File: config.mk
export PLATFORM = sky130hd
export DESIGN_NAME = external_bus_cycle_control
export DESIGN_NICKNAME = d
export VERILOG_FILES = /design/src/ebc_pkg.sv /design/src/unit_tick.sv /design/src/external_bus_cycle_control.sv
export SDC_FILE = /design/constraint.sdc
export NUM_CORES = 1
export LEC_CHECK = 0
export ABC_AREA = 0
export BUFFER_PORTS_ARGS = -buffer_cell sky130_fd_sc_hd__buf_2
export CAP_MARGIN = 25
export CORE_ASPECT_RATIO = 0.75
export CORE_MARGIN = 5
export CORE_UTILIZATION = 50
export CTS_CLUSTER_DIAMETER = 200
export DETAILED_ROUTE_END_ITERATION = 7
export GPL_ROUTABILITY_DRIVEN = 0
export PLACE_DENSITY = 0.87
export SLEW_MARGIN = 20
export SYNTH_ARGS = -nofsm -noshare
export SYNTH_HDL_FRONTEND = slang
export SYNTH_SLANG_ARGS = --single-unit
File: constraint.sdc
create_clock -name mclk -period 3.38 [get_ports mclk]
set_input_delay 0 -clock mclk [delete_from_list [all_inputs] [get_ports mclk]]
set_output_delay 0 -clock mclk [all_outputs]
set_load 0.02 [all_outputs]
File: src/ebc_pkg.sv
// constants and types for the external bus cycle controller
// How it works
// - five phases run strictly in sequence
// - setup 1-2 units plus 0-3 on window change
// - command, access, hold lengths from length inputs, not chip select
// - third phase sets data or floats bus
// - address and data held during hold phase
// - mux drives address then data; demux separate
// - read data captured when strobe rises
// - ready input may lengthen access phase
// - ready polarity selectable
// - sync ready taken after two flops, far side synchronous
// - async ready adds synchroniser stage
// - inactive ready inserts wait, active ends access phase
// - reference clock output from system clock
package ebc_pkg;
    localparam int          UNIT_DIV_DEFAULT = 2;
    localparam logic [1:0]  SETUP_EXT_MAX    = 2'h3;
    localparam logic [4:0]  ACCESS_RESET     = 5'h0;
    localparam int          CSEL_WIDTH       = 2;
    localparam int          WINDOW_MSB       = 23;
    localparam int          WINDOW_LSB       = 16;
    localparam int          REFCLK_DIV       = 2;

    typedef enum logic [6:0]
    {
        ST_IDLE  = 7'h01,
        ST_SETUP = 7'h02,
        ST_CMDD  = 7'h04,
        ST_WSET  = 7'h08,
        ST_ACC   = 7'h10,
        ST_WAIT  = 7'h20,
        ST_HOLD  = 7'h40
    } phase_t;
endpackage : ebc_pkg

File: src/unit_tick.sv
// timing unit divider giving a one-cycle enable pulse
`timescale 1ns/1ns
module unit_tick
    import ebc_pkg::*;
#(
    parameter int DIV = UNIT_DIV_DEFAULT
)
(
    input  wire logic mclk,
    input  wire logic rst_n,
    input  wire logic restart,
    output logic      tick
);
    initial
    begin
        if (DIV < 1 || DIV > 256)
            $error("unit_tick: DIV must be 1 to 256");
    end

    logic [7:0] cnt_q;
    logic [7:0] cnt_d;

    // restart aligns units to the setup start
    // tick is decoded, not registered, so the first unit is not stretched
    always_comb
    begin
        tick  = 1'b0;
        cnt_d = cnt_q + 8'h01;
        if (restart)
            cnt_d = 8'h00;
        else if (cnt_q == 8'(DIV - 1))
        begin
            cnt_d = 8'h00;
            tick  = 1'b1;
        end
    end

    always_ff @(posedge mclk)
    begin
        if (!rst_n)
            cnt_q <= 8'h00;
        else
            cnt_q <= cnt_d;
    end
endmodule : unit_tick

File: src/external_bus_cycle_control.sv
// external bus cycle sequencer with ready handshake
`timescale 1ns/1ns
module external_bus_cycle_control
    import ebc_pkg::*;
#(
    parameter int UNIT_DIV = UNIT_DIV_DEFAULT
)
(
    input  wire logic        mclk,
    input  wire logic        rst_n,
    input  wire logic        req,
    input  wire logic        req_write,
    input  wire logic        req_high_byte,
    input  wire logic [23:0] req_addr,
    input  wire logic [15:0] req_wdata,
    input  wire logic [1:0]  req_csel,
    input  wire logic        mux_mode,
    input  wire logic        setup_long,
    input  wire logic [1:0]  setup_ext,
    input  wire logic [1:0]  cmd_len,
    input  wire logic        wset_len,
    input  wire logic [4:0]  acc_len,
    input  wire logic [1:0]  hold_len,
    input  wire logic        ready_en,
    input  wire logic        ready_act_low,
    input  wire logic        ready_async,
    input  wire logic        refclk_en,
    input  wire logic        ready_pin,
    input  wire logic [15:0] shared_addr_data_lines_in,
    input  wire logic [15:0] separate_data_lines_in,
    output logic             busy,
    output logic             done,
    output logic [15:0]      rdata,
    output logic [23:0]      address_lines,
    output logic [15:0]      shared_addr_data_lines_out,
    output logic             shared_addr_data_lines_oe,
    output logic [15:0]      separate_data_lines_out,
    output logic             separate_data_lines_oe,
    output logic             rd_n,
    output logic             wr_n,
    output logic             high_byte_enable_n,
    output logic             ale,
    output logic             bus_reference_clock_out
);
    initial
    begin
        if (UNIT_DIV < 1 || UNIT_DIV > 255)
            $error("UNIT_DIV out of range");
    end

    ////////////////////////////////////////////////////////////////////////
    // ready synchronisers
    logic rdy_s1_q, rdy_s2_q, rdy_s3_q;
    always_ff @(posedge mclk)
    begin
        if (!rst_n)
        begin
            rdy_s1_q <= 1'b0;
            rdy_s2_q <= 1'b0;
            rdy_s3_q <= 1'b0;
        end
        else
        begin
            rdy_s1_q <= ready_pin;
            rdy_s2_q <= rdy_s1_q;
            rdy_s3_q <= rdy_s2_q;
        end
    end

    logic rdy_active;
    always_comb
    begin
        // sync path: pin already meets setup to the unit edge
        rdy_active = (ready_async ? rdy_s3_q : rdy_s2_q);
        rdy_active = rdy_active ^ ready_act_low;
    end

    ////////////////////////////////////////////////////////////////////////
    // timing unit and sequencer
    logic tick;
    logic unit_restart;
    unit_tick #(.DIV(UNIT_DIV)) u_tick
    (
        .mclk    (mclk),
        .rst_n   (rst_n),
        .restart (unit_restart),
        .tick    (tick)
    );

    phase_t      ph_q, ph_d;
    logic [5:0]  left_q, left_d;
    logic [7:0]  win_q, win_d;
    logic        win_vld_q, win_vld_d;
    logic        wr_q, wr_d;
    logic        mux_q, mux_d;
    logic [1:0]  cs_q, cs_d;
    logic [23:0] addr_q, addr_d;
    logic [15:0] wdat_q, wdat_d;
    logic [15:0] rdat_q, rdat_d;
    logic [15:0] adout_d, dout_d;
    logic        adoe_d, doe_d, rd_d, wrn_d, bhe_d, ale_d, busy_d, done_d;
    logic        hb_q, hb_d;
    logic        rdy_q, rdy_d;

    assign unit_restart = (ph_q == ST_IDLE);

    always_comb
    begin
        ph_d      = ph_q;
        left_d    = left_q;
        win_d     = win_q;
        win_vld_d = win_vld_q;
        wr_d      = wr_q;
        mux_d     = mux_q;
        cs_d      = cs_q;
        addr_d    = addr_q;
        wdat_d    = wdat_q;
        rdat_d    = rdat_q;
        hb_d      = hb_q;
        rdy_d     = rdy_q;
        done_d    = 1'b0;
        case (ph_q)
            ST_IDLE:
            begin
                if (req)
                begin
                    ph_d   = ST_SETUP;
                    wr_d   = req_write;
                    mux_d  = mux_mode;
                    cs_d   = req_csel;
                    addr_d = req_addr;
                    wdat_d = req_wdata;
                    hb_d   = req_high_byte;
                    rdy_d  = ready_en;
                    // base 1-2 units, plus 0-3 on window change
                    left_d = 6'({1'b0, setup_long}) + 6'h1;
                    if (!win_vld_q || req_addr[WINDOW_MSB:WINDOW_LSB] != win_q)
                        left_d = left_d + 6'({1'b0, setup_ext});
                    win_d     = req_addr[WINDOW_MSB:WINDOW_LSB];
                    win_vld_d = 1'b1;
                end
            end
            ST_SETUP, ST_CMDD, ST_WSET, ST_HOLD:
            begin
                if (tick)
                    left_d = left_q - 6'h1;
                if (tick && left_q == 6'h1)
                begin
                    // strict phase order, zero-length phases skipped
                    // lengths from the cmd_len, wset_len and acc_len inputs
                    if (ph_q == ST_SETUP && cmd_len != 2'h0)
                    begin
                        ph_d   = ST_CMDD;
                        left_d = 6'(cmd_len);
                    end
                    else if (ph_q != ST_HOLD && ph_q != ST_WSET && wset_len)
                    begin
                        ph_d   = ST_WSET;
                        left_d = 6'(wset_len);
                    end
                    else if (ph_q != ST_HOLD)
                    begin
                        ph_d   = ST_ACC;
                        left_d = 6'(acc_len) + 6'h1;
                    end
                    else
                    begin
                        ph_d   = ST_IDLE;
                        done_d = 1'b1;
                    end
                end
            end
            ST_ACC, ST_WAIT:
            begin
                if (tick && ph_q == ST_ACC)
                    left_d = left_q - 6'h1;
                // ready only looked at after minimum access
                if (tick && (ph_q == ST_WAIT || left_q == 6'h1))
                begin
                    // inactive ready inserts a wait unit
                    // async ready always costs one wait unit
                    if (rdy_q && (!rdy_active || ready_async && ph_q == ST_ACC))
                        ph_d = ST_WAIT;
                    else
                    begin
                        // capture on the edge that raises the strobe
                        if (!wr_q)
                            rdat_d = mux_q ? shared_addr_data_lines_in
                                           : separate_data_lines_in;
                        ph_d   = (hold_len != 2'h0) ? ST_HOLD : ST_IDLE;
                        done_d = (hold_len == 2'h0);
                        left_d = 6'(hold_len);
                    end
                end
            end
            default:
            begin
                ph_d = ST_IDLE;
            end
        endcase
    end

    always_comb
    begin
        busy_d  = (ph_d != ST_IDLE);
        ale_d   = 1'b0;
        rd_d    = 1'b1;
        wrn_d   = 1'b1;
        bhe_d   = !(hb_d && busy_d);
        adout_d = addr_d[15:0];
        adoe_d  = 1'b0;
        dout_d  = wdat_d;
        doe_d   = 1'b0;
        // latch pulse in mux setup phase
        if (ph_d == ST_SETUP && mux_d)
            ale_d = 1'b1;
        if (busy_d && mux_d)
        begin
            // address first, then write data on shared lines
            // reads float shared lines from the third phase on
            adoe_d = (ph_d == ST_SETUP || ph_d == ST_CMDD) || wr_d;
            if (wr_d && !(ph_d == ST_SETUP || ph_d == ST_CMDD))
                adout_d = wdat_d;
        end
        if (busy_d && !mux_d && wr_d && ph_d != ST_SETUP && ph_d != ST_CMDD)
            doe_d = 1'b1;
        // address and data stand through hold; strobes go high
        if (ph_d == ST_ACC || ph_d == ST_WAIT)
        begin
            rd_d  = wr_d;
            wrn_d = !wr_d;
        end
    end

    always_ff @(posedge mclk)
    begin
        if (!rst_n)
        begin
            ph_q      <= ST_IDLE;
            left_q    <= 6'h00;
            win_q     <= 8'h00;
            win_vld_q <= 1'b0;
            wr_q      <= 1'b0;
            mux_q     <= 1'b0;
            cs_q      <= 2'h0;
            addr_q    <= 24'h000000;
            wdat_q    <= 16'h0000;
            rdat_q    <= 16'h0000;
            hb_q      <= 1'b0;
            rdy_q     <= 1'b0;
            busy      <= 1'b0;
            done      <= 1'b0;
            ale       <= 1'b0;
            rd_n      <= 1'b1;
            wr_n      <= 1'b1;
            high_byte_enable_n         <= 1'b1;
            shared_addr_data_lines_out <= 16'h0000;
            shared_addr_data_lines_oe  <= 1'b0;
            separate_data_lines_out    <= 16'h0000;
            separate_data_lines_oe     <= 1'b0;
            address_lines <= 24'h000000;
            rdata         <= 16'h0000;
        end
        else
        begin
            ph_q      <= ph_d;
            left_q    <= left_d;
            win_q     <= win_d;
            win_vld_q <= win_vld_d;
            wr_q      <= wr_d;
            mux_q     <= mux_d;
            cs_q      <= cs_d;
            addr_q    <= addr_d;
            wdat_q    <= wdat_d;
            rdat_q    <= rdat_d;
            hb_q      <= hb_d;
            rdy_q     <= rdy_d;
            busy      <= busy_d;
            done      <= done_d;
            ale       <= ale_d;
            rd_n      <= rd_d;
            wr_n      <= wrn_d;
            high_byte_enable_n         <= bhe_d;
            shared_addr_data_lines_out <= adout_d;
            shared_addr_data_lines_oe  <= adoe_d;
            separate_data_lines_out    <= dout_d;
            separate_data_lines_oe     <= doe_d;
            address_lines <= addr_d;
            rdata         <= rdat_d;
        end
    end

    ////////////////////////////////////////////////////////////////////////
    // reference clock: half rate of mclk, enable gated
    logic refclk_d;
    always_comb
    begin
        // derived straight from the system clock
        refclk_d = refclk_en ? !bus_reference_clock_out : 1'b0;
    end
    always_ff @(posedge mclk)
    begin
        if (!rst_n)
            bus_reference_clock_out <= 1'b0;
        else
            bus_reference_clock_out <= refclk_d;
    end

    ////////////////////////////////////////////////////////////////////////
    // checks
    a_ale_only_setup: assert property (@(posedge mclk) disable iff (!rst_n)
        ale |-> (ph_q == ST_SETUP && mux_q))
        else $error("ale outside mux setup");
    a_no_both_strobes: assert property (@(posedge mclk) disable iff (!rst_n)
        !(!rd_n && !wr_n))
        else $error("both strobes low");
    a_strobe_in_access: assert property (@(posedge mclk) disable iff (!rst_n)
        (!rd_n || !wr_n) |-> (ph_q == ST_ACC || ph_q == ST_WAIT))
        else $error("strobe outside access");
    a_wait_only_ready: assert property (@(posedge mclk) disable iff (!rst_n)
        (ph_q == ST_WAIT) |-> rdy_q)
        else $error("wait without ready control");
    a_rdata_on_rise: assert property (@(posedge mclk) disable iff (!rst_n)
        $changed(rdata) |-> $rose(rd_n))
        else $error("read data changed off strobe edge");
    a_hold_addr_stable: assert property (@(posedge mclk) disable iff (!rst_n)
        (ph_q == ST_HOLD && $past(ph_q) == ST_HOLD) |-> $stable(address_lines))
        else $error("address moved in hold");
    a_read_float: assert property (@(posedge mclk) disable iff (!rst_n)
        (!rd_n && mux_q) |-> !shared_addr_data_lines_oe)
        else $error("shared lines driven during read");
    a_demux_data: assert property (@(posedge mclk) disable iff (!rst_n)
        separate_data_lines_oe |-> (wr_q && !mux_q))
        else $error("separate data driven wrongly");
endmodule : external_bus_cycle_control

==> results.json <==
{
  "status": "finished clean",
  "cp-end-kind": "flip-flop",
  "postSynthCellCount": 584,
  "slowest_delay_ps": 600,
  "swShare": 0.2823,
  "ys_seq_area_frac": 0.4233,
  "clock_sinks": 110,
  "fin_crit_sh": 0.8699,
  "r2r_start": "ph_q[6]$_SDFF_PN0_",
  "stdcell_count": 929,
  "use_met3": 0.06178,
  "reg2reg_to": "shared_addr_data_lines_out[4]$_SDFF_PN0_",
  "worst-endpoint-arrival_ps": 3170,
  "drt_pre_antenna_iters": 5,
  "ant_nets": 0,
  "die-height_um": 98.34,
  "io-pin-count": 179,
  "slew_violations": 0,
  "power_switching_mw": 0.8185,
  "comb_power_share": 0.171,
  "yosysWarnings": 0,
  "period_minus_slack_ps": 2940,
  "worst_r2r_path_depth": 7,
  "final_layout_size_suffix_gt1_frac": 0.2938,
  "final-hold-violation-count": 0,
  "grt_use_met1": 0.2770,
  "dp_slack_ps": 529.9,
  "clockBufferDepth": 2,
  "holdPathEnd": "rdat_q[5]$_SDFFE_PN0P_",
  "via_count": 5113,
  "antenna_found_initial": 0,
  "routed_wl_um": 14960,
  "clkSlewWorstSetupHoldPaths_ps": 80,
  "hold_ws_ps": 4.255,
  "crit_chain": "nor2_1, and3_4, nor3_2, a21oi_1, a211oi_2, nand4_4, mux2_4",
  "numPortBuffers": 176,
  "synth.top_cell.area_share": 0.4233,
  "numCtsBuffers": 9,
  "use_met2": 0.4179,
  "die_w_um": 127.8,
  "routedWlPerCell_um": 16.10,
  "worstHoldStart": "separate_data_lines_in[5]",
  "busiest_layer": "met2",
  "rows": 32,
  "fillCellCount": 752,
  "cap_violations": 0,
  "rrSetupSlack_ps": 440,
  "yosysTopAreaCell": "dfxtp_1",
  "clock_latency_ps": 340,
  "drc": 0,
  "grt_usage": 0.2375,
  "worstPathMaxFanout": 16,
  "synthToLayoutAreaGrowth_pct": 32.49,
  "synth_common_cells": "nand2_1 (130), dfxtp_1 (110), a21boi_0 (43)",
  "clock_power_share": 0.349,
  "synth_area_um2": 5202,
  "synth_edf_count": 0,
  "multiInputGateArea_um2": 2826,
  "p_int_mw": 2.081,
  "drt_iter0_drc": 313,
  "ys_async_sr_fraction": 0,
  "setup_tns_ps": 0,
  "n_antenna_cell": 0,
  "routed_via_density": 5.504,
  "synth.area.top_cells": "dfxtp_1 (42%), nand2_1 (9.4%), a21boi_0 (6.2%)",
  "dp.cells": 868,
  "dieArea_um2": 12570,
  "fin_ws_ps": 439.7,
  "p_seq_frac": 0.481,
  "yosysMostFrequentCell": "nand2_1",
  "synth_cell_types": 59,
  "power_density_nw_per_um2": 420.7,
  "hpwlAfterDp_um": 10540,
  "post_cts_buffers": 0,
  "power_mw": 2.900,
  "synth-seq-cells": 110,
  "synth_flop_cell": "dfxtp_1",
  "tightest_slew_ps": 1016,
  "cts_root_buffer": "clkbuf_16",
  "max_slew_margin": 0.3229,
  "nets": 893,
  "rsz0062_at_grt": "false",
  "final.setup_skew_ps": 9.403,
  "grt_pass1_wl_um": 24630,
  "grt_pass1_vias": 5207,
  "start_util": 0.5096,
  "overflow": 0,
  "hold_depth": 4,
  "worst_path_max_delay_cell": "dfxtp_1",
  "synthesis.nets": 689,
  "core_um2": 10210,
  "setup.worst_path.start_class": "flip-flop",
  "ctsResizeCount": 0,
  "ff_latch_area_um2": 2202,
  "setup_violations": 0,
  "cts_tree": "built",
  "peakVddDrop_uv": 303.0,
  "htree_levels": 3,
  "avgSynthCellArea_um2": 8.908,
  "p_leak_nw": 3.217,
  "cts_hold_buffers": 45,
  "grt_start_max_net_pins": 65,
  "fmax_mhz": 340.1,
  "hold_class": "in -> reg",
  "cp_data_required_time_ps": 3610,
  "critical_path_class": "reg -> reg"
}
==> cell families (layout without fill, tap and decap cells) <==
family	count (synthesis)	in the layout	share of synthesized area
and+or+nand+nor	240	240	0.2198
AOI/OAI and AO/OA	125	125	0.1837
DFF	110	110	0.4233
buffers and inverters	42	251	0.03391
muxes	36	36	0.08057
xor gates and xnor gates	24	24	0.04040
adders and majority gates	7	7	0.01828
==> worst max-delay path: cells and delay by family, from the launching register on <==
kind	cells	cell delay, ps
AOI/OAI and AO/OA	2	500
muxes	1	420
DFF	1	600
and+or+nand+nor	4	1280
==> placed cells by master (no fill, tap or decap), types with 7 or more instances in the layout <==
master and instances:
a21oi_1 10, o211a_1 17, xor2_1 16, clkbuf_16 9, buf_2 176, and2_1 11, mux2i_1 19, a21boi_0 43
o21ai_0 16, mux2_4 10, nor2_1 26, dlygate4sd3_1 45, mux2_2 7, xnor2_1 8, nor3_1 11, nand3_1 23
dfxtp_1 110, nand2_1 130, inv_1 8, o211ai_1 11
==> stage by stage <==
stage               cell area (um2)  utilization
floorplan                      5202            -
global placement               6155       0.6028
detailed placement             6155       0.6028
CTS                            6893       0.6751
global route                   6893       0.6751
finish                         6893       0.6751
==> routing by layer <==
metal | vias to the layer above | routed length (um)
met5 | - | 0
met4 | 0 | 508
met3 | 49 | 1098
met2 | 237 | 7383
met1 | 2393 | 5967
li1 | 2434 | -
==> cell type report <==
type / count / share of cell area
flip-flops and latches: 110 / 0.3195
inverters: 8 / 0.004357
multi-input cells: 432 / 0.4101
well taps: 136 / 0.02469
repair buffers: 227 / 0.1997
clock buffers: 9 / 0.03267
clock inverters: 7 / 0.009076
==> power by group through the flow <==
stage / Combinational, mW / Sequential [mW] / Clock (mW)
2_1_floorplan: 0.224 / 1.47 / 0
3_3_place_gp: 0.432 / 1.42 / 0
3_5_place_dp: 0.447 / 1.42 / 0
4_1_cts: 0.489 / 1.39 / 1.03
5_1_grt: 0.537 / 1.40 / 1.09
6_report: 0.496 / 1.39 / 1.01
==> worst max path at each step <==
| stage | startpoint | end |
|---|---|---|
| after floorplan | u_tick.cnt_q[0]$_SDFF_PP0_ | shared_addr_data_lines_out[10]$_SDFF_PN0_ |
| after global placement | u_tick.cnt_q[0]$_SDFF_PP0_ | shared_addr_data_lines_out[3]$_SDFF_PN0_ |
| after detailed placement | ph_q[6]$_SDFF_PN0_ | shared_addr_data_lines_out[7]$_SDFF_PN0_ |
| after CTS | ph_q[6]$_SDFF_PN0_ | shared_addr_data_lines_out[9]$_SDFF_PN0_ |
| after global routing | ph_q[6]$_SDFF_PN0_ | shared_addr_data_lines_out[9]$_SDFF_PN0_ |
| final | ph_q[6]$_SDFF_PN0_ | shared_addr_data_lines_out[4]$_SDFF_PN0_ |
==> flip-flops by register name, indices dropped and copies added, names as in the netlist <==
| register | cells |
|---|---|
| separate_data_lines_oe | 1 |
| rdy_s2_q | 1 |
| rdy_s1_q | 1 |
| wr_q | 1 |
| rdat_q | 16 |
| u_tick.cnt_q | 8 |
| rd_n | 1 |
| rdy_q | 1 |
| left_q | 6 |
| wr_n | 1 |
| shared_addr_data_lines_out | 16 |
| addr_q | 24 |
| bus_reference_clock_out | 1 |
| high_byte_enable_n | 1 |
| done | 1 |
| mux_q | 1 |
| rdy_s3_q | 1 |
| shared_addr_data_lines_oe | 1 |
| ale | 1 |
| busy | 1 |
| hb_q | 1 |
| ph_q | 7 |
| wdat_q | 16 |
| win_vld_q | 1 |
Power figures use the tool's default switching activity.
